## src/pkg/gcnt_pkg.sv

```systemverilog
// Constants and types of the gated encoder counter.
// Assumes a single 125 MHz APB clock domain.
package gcnt_pkg;

  // ****************************************
  // Register offsets (byte addresses)
  // ****************************************
  localparam logic [7:0] GCNT_OFS_CTRL = 8'h00;
  localparam logic [7:0] GCNT_OFS_MAP = 8'h04;
  localparam logic [7:0] GCNT_OFS_CMP = 8'h08;
  localparam logic [7:0] GCNT_OFS_COUNT = 8'h0c;
  localparam logic [7:0] GCNT_OFS_LATCH = 8'h10;
  localparam logic [7:0] GCNT_OFS_JOB = 8'h14;
  localparam logic [7:0] GCNT_OFS_JOBDATA = 8'h18;
  localparam logic [7:0] GCNT_OFS_STAT = 8'h1c;

  // ****************************************
  // Field positions
  // ****************************************
  localparam int GCNT_CTRL_SWG = 0;
  localparam int GCNT_CTRL_HWEN = 1;
  localparam int GCNT_CTRL_MODE = 2;
  localparam int GCNT_CTRL_INV = 4;
  localparam int GCNT_CTRL_CMP = 5;
  localparam int GCNT_CTRL_SWOUT = 7;
  localparam int GCNT_MAP_A = 0;
  localparam int GCNT_MAP_B = 2;
  localparam int GCNT_MAP_GATE = 4;
  localparam int GCNT_MAP_LATCH = 6;
  localparam int GCNT_JOB_DONE = 8;

  // ****************************************
  // Reset values and codes
  // ****************************************
  localparam logic [7:0] GCNT_CTRL_RST = 8'h00;
  localparam logic [7:0] GCNT_MAP_RST = 8'he4;
  localparam logic [31:0] GCNT_CMP_RST = 32'h0000_0000;
  localparam logic [31:0] GCNT_CNT_RST = 32'h0000_0000;
  localparam logic [1:0] GCNT_JOB_LOAD_CNT = 2'h1;
  localparam logic [1:0] GCNT_JOB_LOAD_CMP = 2'h2;
  localparam int GCNT_NPIN = 4;

  typedef enum logic [1:0] {GCNT_IN_PULSE, GCNT_IN_X1, GCNT_IN_X2, GCNT_IN_X4} gcnt_inmode_t;
  typedef enum logic [1:0] {GCNT_CMP_NONE, GCNT_CMP_GE, GCNT_CMP_LE, GCNT_CMP_RSV} gcnt_cmp_t;
  typedef enum logic {GCNT_JOB_IDLE, GCNT_JOB_RUN} gcnt_job_st_t;

endpackage

```

## src/pkg/gcnt_dec_if.sv

```systemverilog
// Interface between the counter core and its track decoder.
// Assumes both ends run on the same clock.
`timescale 1ns/10ps
interface gcnt_dec_if;
  import gcnt_pkg::*;
  logic a;
  logic b;
  logic inv;
  gcnt_inmode_t mode;
  logic step;
  logic up;
  modport ctl (output a, output b, output inv, output mode, input step, input up);
  modport dec (input a, input b, input inv, input mode, output step, output up);
endinterface

```

## src/hdl/gcnt_top.sv

```systemverilog
// Gated encoder counter with APB registers, latch and compare output.
// Assumes pins are asynchronous to pclk and an APB master on pclk.
//
// Function
// - Count only while the internal gate is open.
// - Hardware gate evaluation can be disabled, leaving the software gate alone.
// - Rising edge on the hardware gate input opens the hardware gate.
// - Falling edge on the hardware gate input closes the hardware gate.
// - Software gate follows the software gate request bit.
// - Count readable on the count value output and at its register.
// - Quadrature encoder tracks give count and direction.
// - Pulse input A counts, input B sets direction.
// - Encoder evaluation selectable as single, double or quadruple.
// - Direction on input B can be inverted.
// - Physical inputs are mapped to counter functions by configuration.
// - Rising latch edge copies the count into a readable holding register.
// - Counter owns one output with a configurable compare mode.
// - No-compare mode leaves the output to software.
// - Greater-or-equal mode sets output while count is at least compare value.
// - Less-or-equal mode sets output while count is at most compare value.
`timescale 1ns/10ps
module gcnt_top
  import gcnt_pkg::*;
(
  input wire logic pclk,
  input wire logic presetn,
  input wire logic psel,
  input wire logic penable,
  input wire logic pwrite,
  input wire logic [7:0] paddr,
  input wire logic [31:0] pwdata,
  output logic [31:0] prdata,
  output logic pready,
  output logic pslverr,
  input wire logic [3:0] pin_in,
  output logic [31:0] count_value,
  output logic cmp_out,
  output logic gate_open
);

  // ****************************************
  // Helpers
  // ****************************************
  function automatic logic hit(input logic [7:0] a, input logic [7:0] ofs);
    hit = (a == ofs);
  endfunction

  function automatic logic sel_pin(input logic [3:0] p, input logic [1:0] idx);
    sel_pin = p[idx];
  endfunction

  // ****************************************
  // State
  // ****************************************
  logic [3:0] pin_s;
  logic [7:0] ctrl_r;
  logic [7:0] map_r;
  logic [31:0] cmp_r;
  logic [31:0] jobdata_r;
  logic [31:0] count_r;
  logic [31:0] count_nxt;
  logic [31:0] latch_r;
  logic hardware_gate_r;
  logic gate_pin_d_r;
  logic latch_pin_d_r;
  logic job_done_r;
  logic [1:0] job_code_r;
  gcnt_job_st_t job_st_r;

  gcnt_dec_if dif ();

  gcnt_sync #(.W(GCNT_NPIN)) u_sync (
    .pclk(pclk),
    .presetn(presetn),
    .din(pin_in),
    .dout(pin_s)
  );

  gcnt_dec u_dec (
    .pclk(pclk),
    .presetn(presetn),
    .d(dif)
  );

  // ****************************************
  // Input mapping and control fields
  // ****************************************
  wire pin_a = sel_pin(pin_s, map_r[GCNT_MAP_A +: 2]);
  wire pin_b = sel_pin(pin_s, map_r[GCNT_MAP_B +: 2]);
  wire gate_pin = sel_pin(pin_s, map_r[GCNT_MAP_GATE +: 2]);
  wire latch_pin = sel_pin(pin_s, map_r[GCNT_MAP_LATCH +: 2]);
  wire swg = ctrl_r[GCNT_CTRL_SWG];
  wire hw_en = ctrl_r[GCNT_CTRL_HWEN];
  wire [1:0] cmp_mode = ctrl_r[GCNT_CTRL_CMP +: 2];

  assign dif.a = pin_a;
  assign dif.b = pin_b;
  assign dif.inv = ctrl_r[GCNT_CTRL_INV];
  assign dif.mode = gcnt_inmode_t'(ctrl_r[GCNT_CTRL_MODE +: 2]);

  // ****************************************
  // Gates
  // ****************************************
  wire gate_rise = gate_pin & ~gate_pin_d_r;
  wire gate_fall = ~gate_pin & gate_pin_d_r;
  wire gate_int = hw_en ? (hardware_gate_r & swg) : swg;
  wire latch_rise = latch_pin & ~latch_pin_d_r;

  // ****************************************
  // APB decode
  // ****************************************
  wire setup = psel & ~penable;
  wire wr_en = psel & penable & pready & pwrite;
  wire addr_ok = hit(paddr, GCNT_OFS_CTRL) | hit(paddr, GCNT_OFS_MAP) |
                 hit(paddr, GCNT_OFS_CMP) | hit(paddr, GCNT_OFS_COUNT) |
                 hit(paddr, GCNT_OFS_LATCH) | hit(paddr, GCNT_OFS_JOB) |
                 hit(paddr, GCNT_OFS_JOBDATA) | hit(paddr, GCNT_OFS_STAT);
  wire wr_ctrl = wr_en & hit(paddr, GCNT_OFS_CTRL);
  wire wr_map = wr_en & hit(paddr, GCNT_OFS_MAP);
  wire wr_cmp = wr_en & hit(paddr, GCNT_OFS_CMP);
  wire wr_jobdata = wr_en & hit(paddr, GCNT_OFS_JOBDATA);
  wire wr_job = wr_en & hit(paddr, GCNT_OFS_JOB);
  wire job_start = wr_job & job_done_r & (pwdata[1:0] != 2'h0);
  wire job_apply = (job_st_r == GCNT_JOB_RUN);
  wire [31:0] stat_word = {26'h0, dif.up, hw_en, gate_int, hardware_gate_r, swg, job_done_r};
  wire [31:0] job_word = {23'h0, job_done_r, 6'h0, job_code_r};
  wire [31:0] rd_mux =
    hit(paddr, GCNT_OFS_CTRL) ? {24'h0, ctrl_r} :
    hit(paddr, GCNT_OFS_MAP) ? {24'h0, map_r} :
    hit(paddr, GCNT_OFS_CMP) ? cmp_r :
    hit(paddr, GCNT_OFS_COUNT) ? count_r :
    hit(paddr, GCNT_OFS_LATCH) ? latch_r :
    hit(paddr, GCNT_OFS_JOB) ? job_word :
    hit(paddr, GCNT_OFS_JOBDATA) ? jobdata_r :
    hit(paddr, GCNT_OFS_STAT) ? stat_word : 32'h0000_0000;

  // ****************************************
  // Count and compare
  // ****************************************
  wire load_cnt = job_apply & (job_code_r == GCNT_JOB_LOAD_CNT);
  wire load_cmp = job_apply & (job_code_r == GCNT_JOB_LOAD_CMP);
  wire do_step = gate_int & dif.step;
  wire ge_hit = $signed(count_r) >= $signed(cmp_r);
  wire le_hit = $signed(count_r) <= $signed(cmp_r);
  wire cmp_nxt = (cmp_mode == GCNT_CMP_GE) ? ge_hit :
                 (cmp_mode == GCNT_CMP_LE) ? le_hit :
                 (cmp_mode == GCNT_CMP_NONE) ? ctrl_r[GCNT_CTRL_SWOUT] : 1'b0;

  always_comb
  begin
    count_nxt = count_r;
    if (load_cnt)
      count_nxt = jobdata_r;
    else if (do_step)
      count_nxt = dif.up ? count_r + 32'h1 : count_r - 32'h1;
  end

  // ****************************************
  // APB slave
  // ****************************************
  always_ff @(posedge pclk or negedge presetn)
  begin
    if (!presetn)
    begin
      pready <= 1'b0;
      pslverr <= 1'b0;
      prdata <= 32'h0000_0000;
    end
    else
    begin
      pready <= setup;
      pslverr <= setup & ~addr_ok;
      prdata <= setup ? rd_mux : prdata;
    end
  end

  // ****************************************
  // Configuration registers
  // ****************************************
  always_ff @(posedge pclk or negedge presetn)
  begin
    if (!presetn)
    begin
      ctrl_r <= GCNT_CTRL_RST;
      map_r <= GCNT_MAP_RST;
      jobdata_r <= GCNT_CMP_RST;
    end
    else
    begin
      ctrl_r <= wr_ctrl ? pwdata[7:0] : ctrl_r;
      map_r <= wr_map ? pwdata[7:0] : map_r;
      jobdata_r <= wr_jobdata ? pwdata : jobdata_r;
    end
  end

  // ****************************************
  // Job handshake
  // ****************************************
  always_ff @(posedge pclk or negedge presetn)
  begin
    if (!presetn)
    begin
      job_st_r <= GCNT_JOB_IDLE;
      job_done_r <= 1'b1;
      job_code_r <= 2'h0;
    end
    else
    begin
      case (job_st_r)
        GCNT_JOB_IDLE:
        begin
          if (job_start)
          begin
            job_st_r <= GCNT_JOB_RUN;
            job_done_r <= 1'b0;
            job_code_r <= pwdata[1:0];
          end
        end
        GCNT_JOB_RUN:
        begin
          job_st_r <= GCNT_JOB_IDLE;
          job_done_r <= 1'b1;
        end
        default:
        begin
          job_st_r <= GCNT_JOB_IDLE;
          job_done_r <= 1'b1;
        end
      endcase
    end
  end

  // ****************************************
  // Counter datapath
  // ****************************************
  always_ff @(posedge pclk or negedge presetn)
  begin
    if (!presetn)
    begin
      count_r <= GCNT_CNT_RST;
      cmp_r <= GCNT_CMP_RST;
      latch_r <= GCNT_CNT_RST;
      hardware_gate_r <= 1'b0;
      gate_pin_d_r <= 1'b0;
      latch_pin_d_r <= 1'b0;
    end
    else
    begin
      count_r <= count_nxt;
      cmp_r <= load_cmp ? jobdata_r : (wr_cmp ? pwdata : cmp_r);
      latch_r <= latch_rise ? count_r : latch_r;
      gate_pin_d_r <= gate_pin;
      latch_pin_d_r <= latch_pin;
      if (gate_rise)
        hardware_gate_r <= 1'b1;
      else if (gate_fall)
        hardware_gate_r <= 1'b0;
    end
  end

  // ****************************************
  // Registered outputs
  // ****************************************
  always_ff @(posedge pclk or negedge presetn)
  begin
    if (!presetn)
    begin
      count_value <= GCNT_CNT_RST;
      cmp_out <= 1'b0;
      gate_open <= 1'b0;
    end
    else
    begin
      count_value <= count_nxt;
      cmp_out <= cmp_nxt;
      gate_open <= gate_int;
    end
  end
endmodule

```

## src/hdl/gcnt_sync.sv

```systemverilog
// Two-stage synchroniser for the counter's physical inputs.
// Assumes asynchronous pins and one clock.
`timescale 1ns/10ps
module gcnt_sync
  import gcnt_pkg::*;
#(
  parameter int W = GCNT_NPIN
)
(
  input wire logic pclk,
  input wire logic presetn,
  input wire logic [W-1:0] din,
  output logic [W-1:0] dout
);
  logic [W-1:0] meta_r;

  // ****************************************
  // One pair of flops per pin
  // ****************************************
  genvar i;
  generate
    for (i = 0; i < W; i++)
    begin : g_bit
      always_ff @(posedge pclk or negedge presetn)
      begin
        if (!presetn)
        begin
          meta_r[i] <= 1'b0;
          dout[i] <= 1'b0;
        end
        else
        begin
          meta_r[i] <= din[i];
          dout[i] <= meta_r[i];
        end
      end
    end
  endgenerate
endmodule

```

## src/hdl/gcnt_dec.sv

```systemverilog
// Track decoder: pulse plus direction, or quadrature with 1, 2 or 4 edges.
// Assumes synchronised tracks; step and up are combinational, one cycle wide.
`timescale 1ns/10ps
module gcnt_dec
  import gcnt_pkg::*;
(
  input wire logic pclk,
  input wire logic presetn,
  gcnt_dec_if.dec d
);
  logic a_d_r;
  logic b_d_r;

  always_ff @(posedge pclk or negedge presetn)
  begin
    if (!presetn)
    begin
      a_d_r <= 1'b0;
      b_d_r <= 1'b0;
    end
    else
    begin
      a_d_r <= d.a;
      b_d_r <= d.b;
    end
  end

  // ****************************************
  // Edge and direction decode
  // ****************************************
  wire a_rise = d.a & ~a_d_r;
  wire a_edge = d.a ^ a_d_r;
  wire b_edge = d.b ^ b_d_r;
  wire dir_a = d.a ^ d.b;
  wire dir_b = ~(d.a ^ d.b);
  wire pulse_mode = (d.mode == GCNT_IN_PULSE);
  wire step_pulse = a_rise;
  wire up_pulse = ~d.b;
  wire step_x1 = a_rise;
  wire step_x2 = a_edge;
  wire step_x4 = a_edge | b_edge;
  wire up_quad = a_edge ? dir_a : dir_b;
  wire up_raw = pulse_mode ? up_pulse : up_quad;

  assign d.step = pulse_mode ? step_pulse :
                  (d.mode == GCNT_IN_X1) ? step_x1 :
                  (d.mode == GCNT_IN_X2) ? step_x2 : step_x4;
  assign d.up = up_raw ^ d.inv;
endmodule

```

## config.mk

```make
export PLATFORM = sky130hd
export DESIGN_NAME = gcnt_top
export DESIGN_NICKNAME = d
export VERILOG_FILES = /design/src/pkg/gcnt_pkg.sv /design/src/pkg/gcnt_dec_if.sv /design/src/hdl/gcnt_top.sv /design/src/hdl/gcnt_sync.sv /design/src/hdl/gcnt_dec.sv
export SDC_FILE = /design/constraint.sdc
export NUM_CORES = 1
export LEC_CHECK = 0
export ABC_AREA = 0
export BUFFER_PORTS_ARGS = -buffer_cell sky130_fd_sc_hd__buf_2
export CAP_MARGIN = 40
export CORE_AREA = 2 2 218 220
export DETAILED_ROUTE_END_ITERATION = 10
export DIE_AREA = 0 0 220 222
export SYNTH_ARGS = -nofsm -noshare
export SYNTH_HDL_FRONTEND = slang
export SYNTH_HIERARCHICAL = 1
export SYNTH_SLANG_ARGS = --single-unit
```

## constraint.sdc

```tcl
create_clock -name pclk -period 9.1 [get_ports pclk]
set_input_delay 0.91 -clock pclk [delete_from_list [all_inputs] [get_ports pclk]]
set_output_delay 0.91 -clock pclk [all_outputs]
set_load 0.02 [all_outputs]
```

======== Word level (Yosys, flattened, before mapping) ========
Index checks and enable logic that the tools add are counted.
storage, ports and cells
  logic and storage cells ................. 134
  flip-flop bits (word level) ............. 197
  bits of input ports ..................... 49
  output and inout port bits .............. 68
cells by class
  multiplexer cells ....................... 36
  reductions and logical operators ........ 8
  bitwise logic cells ..................... 41
  $add $sub $neg .......................... 2
  magnitude comparators ................... 6
  equality and inequality tests ........... 14
operators with widths
  cell                                                                   number
  32-bit 2-to-1 mux                                                      12
  32-bit by 1-bit adder with 32-bit output (second input constant)       1
  8-bit by 5-bit == test with 1-bit output (second input constant)       4
  32-bit >= comparator                                                   1
  32-bit <= comparator                                                   1
  32-bit by 1-bit subtractor with 32-bit output (second input constant)  1
  1-bit AND                                                              20
  1-bit 2-to-1 mux                                                       17
  8-bit by 4-bit == test with 1-bit output (second input constant)       2
  2-bit by 3-bit < comparator with 1-bit output (second input constant)  4
  1-bit inverter                                                         9
  1-bit binary-select mux with 2-bit select                              4
  8-bit by 3-bit == test with 1-bit output (second input constant)       1
  8-bit logical NOT                                                      1
  1-bit OR                                                               8
  2-bit nonzero test                                                     4
  2-bit by 1-bit == test with 1-bit output (second input constant)       3
  2-bit == test (second input constant)                                  3
  6-bit 2-to-1 mux                                                       1
  2-bit logical NOT                                                      2
  1-bit case mux with 2 select lines                                     2
  1-bit XOR                                                              4
  2-bit inequality test (second input constant)                          1
  2-bit AND reduction                                                    1

======== Depth between registers and ports, before layout ========
Gate-level depths: netlist (run 1).
  word-level depth ........................ 15
  gate-level depth with buffers ........... 14
  gate-level depth less buffers ........... 13

======== Modules after synthesis ========
The synthesis (run 1) kept the hierarchy.
by module, submodules not included
  module     cells an instance  area an instance (µm²)  times used  sequential area each (µm²)
  gcnt_top   1118               11174.5                 1           4685.7
  gcnt_sync  8                  200.2                   1           200.2
  gcnt_dec   12                 120.1                   1           50.0

======== Worst setup path before layout (run 1) ========
Ideal clock, no wire load.
  path kind ............................... flip-flop to flip-flop
  from .................................... reg map_r[2]
  to ...................................... reg count_value[31]
  arrival time ............................ 3931 ps
  required time ........................... 8976 ps
  period minus slack after synthesis ...... 4055 ps
  library setup time ...................... 124 ps
  slack ................................... 5045 ps
  cell stages (with the launch flop) ...... 14
  buffers on the path ..................... 1
  cell sequence ........................... dfstp_2 -> mux4_2 -> xnor2_1 -> xnor2_1 -> inv_1 -> ha_1 -> clkbuf_1 -> or4_1 -> nand3_1 -> or3b_1 -> o2111ai_1 -> a2bb2oi_1 -> nor3_1 -> nand2_1
between the ends
  cells in the longest elaborated chain, start to end .. 10
  elaborated cells on any way between the ends .. 18
  those cells by class .................... mux: 10; bitwise: 7; reduce/logical: 1
ends and longest elaborated chain
  what                                         RTL line                        text
  start: declaration                           gcnt_top.sv:57                  logic [7:0] map_r;
  start signal: assignment                     gcnt_top.sv:191                 map_r <= wr_map ? pwdata[7:0] : map_r;
  1-bit binary-select mux with 2-bit select *  gcnt_top.sv:49                  sel_pin = p[idx];
  1-bit 2-to-1 mux (implied by the code) *     gcnt_top.sv:49
  net dif.b                                    gcnt_dec_if.sv:7                logic b;
  1-bit XOR                                    gcnt_dec.sv:34, gcnt_dec.sv:35
  1-bit inverter                               gcnt_dec.sv:35                  wire dir_b = ~(d.a ^ d.b);
  1-bit 2-to-1 mux                             gcnt_dec.sv:42                  wire up_quad = a_edge ? dir_a : dir_b;
  1-bit 2-to-1 mux *                           gcnt_dec.sv:43                  wire up_raw = pulse_mode ? up_pulse : up_quad;
  1-bit XOR *                                  gcnt_dec.sv:48                  assign d.up = up_raw ^ d.inv;
  net dif.up                                   gcnt_dec_if.sv:11               logic up;
  32-bit 2-to-1 mux *                          gcnt_top.sv:155                 count_nxt = dif.up ? count_r + 32'h1 : count_r - 32'h1;
  32-bit 2-to-1 mux *                          gcnt_top.sv:154                 else if (do_step)
  32-bit 2-to-1 mux *                          gcnt_top.sv:152                 if (load_cnt)
  end signal: assignment                       gcnt_top.sv:274                 count_value <= count_nxt;
  end: declaration                             gcnt_top.sv:36                  output logic [31:0] count_value,
The timed path passes the listed nets; every way through them passes the cells marked *. The select of a mux whose other input is x is not followed.
A chain may end at the register's enable or synchronous reset.

======== Worst setup path in the final report (run 1) ========
  from .................................... reg map_r[2]
  to ...................................... reg count_value[30]
The elaborated chain is that of the path after synthesis.

==> results of run 1 <==
==> layout make-up <==
type | count | area share
Clock inverter | 11 | 0.0112
Sequential cell | 197 | 0.369
Inverter | 43 | 0.0121
Multi-Input combinational cell | 840 | 0.461
Tap cell | 607 | 0.0568
Clock buffer | 20 | 0.0341
Timing Repair Buffer | 131 | 0.0555
==> cell usage after synthesis (21+ instances only) <==
| cell | number |
|---|---|
| dfrtp_1 | 192 |
| o21ai_0 | 110 |
| a21oi_1 | 62 |
| a21o_1 | 27 |
| mux2_2 | 55 |
| nand2_1 | 128 |
| a221oi_1 | 21 |
| inv_1 | 43 |
| nor2_1 | 71 |
| mux2i_1 | 65 |
| ha_1 | 64 |
| clkbuf_1 | 48 |
==> worst paths after layout <==
kind / startpoint / endpoint / slack (ns)
worst max register to register: map_r[2] / count_value[30] / 4.70
worst max-delay path: map_r[2] / count_value[30] / 4.70
max in group asynchronous: presetn / prdata[13] / 7.46
min in group asynchronous: presetn / prdata[10] / 0.52
worst min register to register: u_sync/meta_r[0] / u_sync/dout[0] / 0.35
worst min-delay path: u_sync/meta_r[0] / u_sync/dout[0] / 0.35
==> metal layers <==
metal / global-route usage / vias to the layer above
li1: - / 4325
met1: 0.180 / 4416
met2: 0.230 / 147
met3: 0.0336 / 36
met4: 0.0338 / 14
met5: 0 / -
==> sequential cells by signal, summed over array words and instances (netlist names) <==
signal,cells
cmp_r,32
count_value,32
jobdata_r,32
latch_r,32
prdata,32
ctrl_r,8
map_r,8
u_sync/dout,4
u_sync/meta_r,4
job_code_r,2
cmp_out,1
gate_open,1
gate_pin_d_r,1
hardware_gate_r,1
job_apply,1
job_done_r,1
latch_pin_d_r,1
pready,1
pslverr,1
u_dec/a_d_r,1
u_dec/b_d_r,1
==> report_power, final <==
part	total (µW)	internal [µW]	switching, µW
combinational	151	57.3	94.1
clock	796	447	349
sequential	897	886	10.9
total	1840	1390	454
==> through the flow <==
| stage | total power, µW | utilization |
|---|---|---|
| 2_1_floorplan | 999 | - |
| 3_3_place_gp | 1060 | 0.275 |
| 3_5_place_dp | 1070 | 0.276 |
| 4_1_cts | 1860 | 0.289 |
| 5_1_grt | 1920 | 0.289 |
| 6_report | 1840 | 0.289 |
==> worst reg2reg max path, delay by kind of cell (launching register included) <==
family | cells | cell delay, ns
AO/OA/AOI/OAI | 6 | 1.50
adder cells (fa/ha/maj) | 1 | 0.38
AND/OR/NAND/NOR | 1 | 0.08
XOR/XNOR | 2 | 0.56
multiplexers | 2 | 0.92
flip-flops | 1 | 0.56
buffers and inverters | 2 | 0.35
==> cell families (layout without fill, tap and decap cells) <==
kind of cell,Yosys count,count (layout)
adder cells (fa/ha/maj),65,65
AO/OA/AOI/OAI,304,304
XOR/XNOR,24,24
AND/OR/NAND/NOR,290,290
multiplexers,157,157
buffers and inverters,101,205
flip-flops,197,197
==> run_results.csv, run 1 <==
group,metric,value,unit
outcome,outcome,"completed",
critical_path,crit_chain,"mux4_2, xnor2_1, xnor2_1, inv_1, buf_4, ha_1, a21oi_1, o311a_1, nor3_2, o21ai_0, o21ai_2, a31oi_1, mux2_2, o22ai_1",
place,post_dp_cell_area,0.0128,mm²
power_and_ir_drop,p_leak,0.00665,µW
layout,multiInputGateArea,0.00617,mm²
routing,viasPerCell,4.83,
critical_path,arrival,4.77,ns
place,placedCellCount,1818,
routing,ant_nets,0,
layout,fin_cells,1849,
clocking,numCtsBuffers,17,
synth,synthesis.area,0.0115,mm²
clocking,clock_latency,0.45,ns
critical_path,reg2reg_depth,14,
power_and_ir_drop,vdd_drop_max,0.000136,V
clocking,cts_setup_buffers,0,
synth,synth_compound_area_frac,0.166,
critical_path,crit_type,"register to register",
synth,synth_fp_nets,1252,
global_routing,grtUsageTotal,0.139,
flow_run,cap_violations,0,
layout,drive_gt1_frac,0.215,
synth,synthAdderAreaFrac,0.0714,
layout,mostFrequentLayoutCell,"dfrtp_1",
layout,final_cell_area,0.0134,mm²
critical_path,cp_common_cell,"xnor2_1",
synth,ys_top_cells_by_area,"dfrtp_1 42%, ha_1 7.0%, mux2i_1 5.7%",
routing,wl_met2,16.2,mm
synth,synth_cell_types,76,
routing,met1Wirelength,15.1,mm
synth,ys_seq_area_frac,0.429,
layout,n_fill_cell,4860,
layout,area_growth,16.4,%
clocking,clkSlewWorstSetupHoldPaths,0.08,ns
sta,max_freq,227,MHz
routing,wl,33.2,mm
routing,dr_total_vias,8938,
layout,regArea,0.00494,mm²
clocking,cts-resized-gates,0,
clocking,cts_tree,"yes",
routing,dr_wl_met3,1.46,mm
global_routing,antenna_found_initial,7,
layout,n_antenna_cell,0,
sta,rsz0062_at_grt,"false",
synth,yosys.area.top_type_share,0.418,
sta,period_share,0.483,
sta,slew_headroom,0.370,
global_routing,grt_pass1_vias,9029,
synth,synth_seq_cells,197,
sta,timing.final.ws_setup,4.70,ns
sta,finalHoldWorstSlack,0.351,ns
synth,ys_warn_count,6,
die,rows,79,
routing,drtIter0Drc,540,
sta,worstMarginPinSlew,0.937,ns
critical_path,crit_buf_inv,2,
sta,maxSlewViolCount,0,
sta,hold_violations,0,
routing,dr.pass1.iters,5,
critical_path,worst_path_max_delay_cell,"dfstp_2",
layout,final_cell_mix,"192 x dfrtp_1, 128 x nand2_1, 115 x buf_2, 110 x o21ai_0, 70 x nor2_1",
place,io_buffers,116,
synth,synth_top_family_by_area,"compound AO/OA/AOI/OAI gates",
global_routing,grt_pass1_wl,52.7,mm
critical_path,critPathMaxStageDelay,0.56,ns
global_routing,grt_max_degree,90,
clocking,ctsHoldBuffers,0,
place,post-place-ws,4.71,ns
layout,fin_nets,1344,
synth,synth.avg_cell_area,10.1,µm²
die,fp.dieH,222,µm
synth,synth_area_leader_cell,"dfrtp_1",
synth,synth_xor_area_frac,0.0183,
global_routing,grt_overflow,0,
sta,setup_viol,0,
min_path,whs_path_depth,0,
power_and_ir_drop,p_per_area,138,mW/mm²
critical_path,cp_max_fo,33,
sta,finalClockSkew,0.0134,ns
critical_path,crit_family,"compound AO/OA/AOI/OAI gates",
sta,period_needed,4.40,ns
critical_path,cp-start-kind,"register",
critical_path,cp.required,9.47,ns
die,die_x,220,µm
synth,synthSimpleGateAreaFrac,0.120,
clocking,htreeDepth,4,
synth,synth_edf_count,0,
routing,top_layer_used,"met5",
die,start_util,0.248,
routing,wl_per_cell,18.0,µm
routing,drcViolationCount,0,
clocking,cts_sinks,197,
min_path,hp-class,"register to register",
synth,postSynthCellCount,1138,
synth,synthArstFlopShare,1.00,
critical_path,end_kind,"register",
critical_path,crit_cells,14,
clocking,clk_path_buf_depth,2,
clocking,root_buffer,"clkbuf_16",
synth,synth_flop_cell,"dfrtp_1",
synth,synth_mux_area_frac,0.160,
die,core,0.0463,mm²
die,ios,117,
die,fp.dieArea,0.0488,mm²
sta,tns,0,ns
place,dp_hpwl,24.3,mm
place,globalplace.congestion,0.871,
(Power assumes the default switching activity.)
==> inputs of run 2 (changes only) <==
==> constraint.sdc (replaced) <==
create_clock -name pclk -period 4.4 [get_ports pclk]
set_input_delay 0.44 -clock pclk [delete_from_list [all_inputs] [get_ports pclk]]
set_output_delay 0.44 -clock pclk [all_outputs]
set_load 0.02 [all_outputs]
==> run 2 against run 1 <==
  * Sequential power grew 110%
  * Count of clock-buffer cells in the layout is the same
  * Power rose by 100%
  * Die area unchanged
==> run_results.csv, run 2 (synthesis results as in run 1) <==
group,metric,value,unit
global_routing,grt_pass1_vias,9143,
clocking,clkSlewWorstSetupHoldPaths,0.07,ns
global_routing,grt_overflow,0,
critical_path,cp-start-kind,"register",
critical_path,cp.required,4.76,ns
global_routing,grt_max_degree,102,
critical_path,arrival,4.50,ns
sta,setup_viol,0,
routing,dr_total_vias,9065,
die,rows,79,
die,die_x,220,µm
clocking,clk_path_buf_depth,2,
sta,rsz0062_at_grt,"false",
place,dp_hpwl,25.2,mm
layout,mostFrequentLayoutCell,"dfrtp_1",
power_and_ir_drop,p_leak,0.00667,µW
sta,period_share,0.941,
critical_path,crit_type,"register to register",
die,core,0.0463,mm²
critical_path,ff2ff_setup_slack,0.26,ns
power_and_ir_drop,p_comb_frac,0.086,
routing,drcViolationCount,0,
clocking,cts-resized-gates,0,
routing,wl,33.4,mm
power_and_ir_drop,p_int,2760,µW
clocking,htreeDepth,4,
clocking,numCtsBuffers,17,
die,fp.dieH,222,µm
power_and_ir_drop,pwr-share-seq,0.501,
clocking,cts_setup_buffers,0,
layout,final_cell_mix,"192 x dfrtp_1, 128 x nand2_1, 115 x buf_2, 109 x o21ai_0, 70 x nor2_1",
die,start_util,0.248,
place,io_buffers,116,
layout,drive_gt1_frac,0.220,
place,globalplace.congestion,0.853,
die,fp.dieArea,0.0488,mm²
sta,maxSlewViolCount,0,
layout,n_fill_cell,4831,
sta,hold_violations,0,
clocking,cts_tree,"yes",
clocking,root_buffer,"clkbuf_16",
sta,period_needed,4.14,ns
sta,finalClockSkew,0.0191,ns
power_and_ir_drop,pwr-share-clk,0.413,
flow_run,cap_violations,0,
global_routing,antenna_found_initial,7,
layout,area_growth,16.7,%
global_routing,grtUsageTotal,0.140,
sta,max_freq,242,MHz
clocking,clock_latency,0.45,ns
sta,tns,0,ns
clocking,ctsHoldBuffers,0,
critical_path,end_kind,"register",
die,ios,117,
sta,worstMarginPinSlew,0.918,ns
clocking,cts_sinks,197,
routing,wl_per_cell,18.0,µm
outcome,outcome,"completed",
global_routing,grt_pass1_wl,53.5,mm
min_path,hp-class,"input pin to async pin",
layout,n_antenna_cell,0,
layout,fin_nets,1351,
layout,post-route-util,0.290,
routing,viasPerCell,4.88,
critical_path,reg2reg_depth,14,
critical_path,timing.rr.end,"count_value[30]",
routing,drtIter0Drc,474,
critical_path,r2r-start,"map_r[2]",
power_and_ir_drop,switchingPower,938,µW
power_and_ir_drop,p_per_area,276,mW/mm²
power_and_ir_drop,vdd_drop_max,0.000267,V
routing,ant_nets,0,
power_and_ir_drop,p_sw_frac,0.253,
critical_path,cp_max_fo,20,
routing,dr.pass1.iters,4,
sta,slew_headroom,0.383,
==> run 2: critical path, stage by stage (launching register included) <==
cell and delay (ns):
dfstp_2 0.56, mux4_2 0.56, xnor2_1 0.16, xnor2_1 0.29, inv_1 0.09, buf_4 0.23, ha_1 0.41, a2111oi_0 0.46
o21ai_0 0.15, o2bb2ai_1 0.16, a21oi_1 0.17, o21ai_2 0.12, a31oi_1 0.20, mux2_2 0.35, o22ai_1 0.13
==> run 2: how the worst max path moves through the flow <==
| stage | startpoint | endpoint | cells after the start |
|---|---|---|---|
| floorplan | map_r[2] | count_value[31] | 13 |
| global placement | map_r[2] | count_value[30] | 14 |
| detailed placement | map_r[2] | count_value[30] | 14 |
| CTS | map_r[2] | count_value[30] | 14 |
| global route | map_r[2] | count_value[30] | 14 |
| finish | map_r[2] | count_value[30] | 14 |
==> run 2: power groups by stage <==
stage               Clock [µW]  Sequential [µW]  Combinational [µW]
floorplan                    0             1890                 173
global placement             0             1890                 309
detailed placement           0             1890                 320
CTS                       1570             1860                 322
global route              1650             1860                 356
finish                    1530             1860                 317
==> run 2: layout make-up <==
class / instances / area, µm² / share of cell area
flip-flops and latches: 197 / 4940 / 0.368
repair buffers: 138 / 823 / 0.0614
well taps: 607 / 759 / 0.0566
clock inverters: 12 / 106 / 0.00793
clock buffers: 20 / 457 / 0.0340
multi-input cells: 840 / 6170 / 0.460
inverters: 43 / 161 / 0.0120
==> run 2: metrics by stage <==
step | instances | total power, µW | worst slack (ns) | hold WS, ns | area, µm²
floorplan | 1138 | 2070 | 0.345 | 0.144 | 11500
global placement | 1820 | 2200 | 0.324 | 0.341 | 12800
detailed placement | 1825 | 2210 | 0.146 | 0.348 | 12900
CTS | 1857 | 3750 | 0.106 | 0.0798 | 13400
global route | 1857 | 3860 | 0.0464 | 0.0731 | 13400
finish | 1857 | 3700 | 0.261 | 0.0651 | 13400
==> run 2: routing by layer <==
metal  share of wire  wire length, µm  vias to the layer above  GRT usage
met5          0.0022               73                        -          0
met4           0.019              620                       14     0.0398
met3           0.050             1660                       48     0.0325
met2            0.48            16100                      165      0.227
met1            0.45            15000                     4490      0.186
li1                -                -                     4348          -
==> inputs of run 3 (changes only) <==
--- a/config.mk
+++ b/config.mk
@@ -11,6 +11,7 @@
 export CORE_AREA = 2 2 218 220
 export DETAILED_ROUTE_END_ITERATION = 10
 export DIE_AREA = 0 0 220 222
+export MAX_ROUTING_LAYER = met4
 export SYNTH_ARGS = -nofsm -noshare
 export SYNTH_HDL_FRONTEND = slang
 export SYNTH_HIERARCHICAL = 1
==> run 3 against run 2 <==
  * Clock power hardly changed
  * Routed wire length is 0.11% higher
  * Count of clock-buffer cells in the layout stayed put
  * Power hardly changed
  * Setup slack better by 0.041 ns
  * Sequential cell count stayed put
  * Combinational power hardly changed
  * Critical path depth stayed put
  * Utilization hardly changed
  * Critical endpoint unchanged
==> run_results.csv, run 3 (synthesis results as in run 1) <==
group,metric,value,unit
power_and_ir_drop,power.total,3700,µW
die,start_util,0.248,
global_routing,grt_overflow,0,
global_routing,grt_pass1_vias,9141,
critical_path,cp-start-kind,"register",
sta,maxSlewViolCount,0,
sta,setup_viol,0,
layout,final_cell_mix,"192 x dfrtp_1, 128 x nand2_1, 115 x buf_2, 109 x o21ai_0, 70 x nor2_1",
die,fp.dieArea,0.0488,mm²
global_routing,antenna_found_initial,7,
critical_path,crit_buf_inv,2,
die,core,0.0463,mm²
critical_path,crit_family,"compound AO/OA/AOI/OAI gates",
sta,finalHoldWorstSlack,0.0761,ns
critical_path,ff2ff_setup_slack,0.30,ns
critical_path,critPathMaxStageDelay,0.56,ns
die,fp.dieH,222,µm
critical_path,end_kind,"register",
sta,rsz0062_at_grt,"false",
critical_path,r2r-start,"map_r[2]",
clocking,clkSlewWorstSetupHoldPaths,0.07,ns
flow_run,cap_violations,0,
sta,hold_violations,0,
clocking,htreeDepth,4,
layout,fin_nets,1351,
place,globalplace.congestion,0.867,
layout,drive_gt1_frac,0.220,
critical_path,crit_type,"register to register",
power_and_ir_drop,p_per_area,276,mW/mm²
sta,tns,0,ns
sta,slew_headroom,0.373,
die,ios,117,
die,rows,79,
clocking,cts_setup_buffers,0,
routing,wl,33.5,mm
routing,ant_nets,0,
critical_path,timing.rr.end,"count_value[30]",
sta,finalClockSkew,0.0178,ns
outcome,outcome,"completed",
power_and_ir_drop,p_leak,0.00667,µW
sta,worstMarginPinSlew,0.932,ns
critical_path,cp_max_fo,20,
clocking,root_buffer,"clkbuf_16",
place,io_buffers,116,
global_routing,grt_max_degree,102,
sta,max_freq,244,MHz
routing,drcViolationCount,0,
clocking,cts_sinks,197,
clocking,clock_latency,0.45,ns
clocking,cts_tree,"yes",
critical_path,cp_common_cell,"xnor2_1",
critical_path,crit_chain,"mux4_2, xnor2_1, xnor2_1, inv_1, buf_4, fa_1, a21oi_1, o311a_1, nor3_2, o21ai_1, o21ai_2, a31oi_1, mux2_2, o22ai_1",
clocking,clk_path_buf_depth,2,
clocking,cts-resized-gates,0,
clocking,ctsHoldBuffers,0,
routing,viasPerCell,4.84,
global_routing,grtUsageTotal,0.145,
layout,mostFrequentLayoutCell,"dfrtp_1",
critical_path,worst_path_max_delay_cell,"dfstp_2",
place,dp_hpwl,25.2,mm
routing,drtIter0Drc,483,
routing,dr.pass1.iters,5,
sta,period_needed,4.10,ns
die,die_x,220,µm
routing,dr_total_vias,9024,
power_and_ir_drop,vdd_drop_max,0.000266,V
critical_path,reg2reg_depth,14,
global_routing,grt_pass1_wl,53.5,mm
sta,period_share,0.931,
layout,area_growth,16.9,%
critical_path,cp.required,4.76,ns
clocking,numCtsBuffers,17,
min_path,hp-class,"input pin to async pin",
routing,wl_per_cell,17.9,µm
critical_path,arrival,4.46,ns
run 3: metrics by stage:
stage | cells | instance area [µm²] | setup slack, ns | util
global placement | 1820 | 12800 | 0.324 | 0.276
floorplan | 1138 | 11500 | 0.345 | -
detailed placement | 1825 | 12900 | 0.146 | 0.278
global route | 1864 | 13400 | 0.0463 | 0.290
CTS | 1857 | 13400 | 0.106 | 0.290
finish | 1864 | 13400 | 0.301 | 0.290
run 3: final cells by class:
type,count,area (µm²)
timing repair buffer,138,823
inverter,43,161
sequential,197,4940
tap,607,759
multi-input combinational,840,6170
antenna,7,17.5
clock inverter,12,106
fill,4829,32800
clock buffer,20,457
run 3: power by group:
part	switching, µW	internal [µW]	total (µW)
sequential	22.3	1830	1860
clock	721	809	1530
combinational	195	121	317
total	939	2760	3700
run 3: worst max-delay path by stage:
stage                           end  cells after the start  slack, ns     start
floorplan           count_value[31]                     13       0.35  map_r[2]
global placement    count_value[30]                     14       0.32  map_r[2]
detailed placement  count_value[30]                     14       0.15  map_r[2]
CTS                 count_value[30]                     14       0.11  map_r[2]
global route        count_value[30]                     14       0.05  map_r[2]
finish              count_value[30]                     14       0.30  map_r[2]
run 3: layer usage:
layer,vias up,track usage,share of wire
met5,-,-,0
met4,0,0.0411,0.018
met3,32,0.0317,0.048
met2,153,0.227,0.48
met1,4483,0.186,0.45
li1,4356,-,-
run 3: worst reg2reg max path: stages (launching register included):
cell and delay, ns:
dfstp_2 0.56, mux4_2 0.56, xnor2_1 0.16, xnor2_1 0.29
inv_1 0.10, buf_4 0.23, fa_1 0.44, a21oi_1 0.23
o311a_1 0.24, nor3_2 0.07, o21ai_1 0.30, o21ai_2 0.17
a31oi_1 0.21, mux2_2 0.35, o22ai_1 0.13
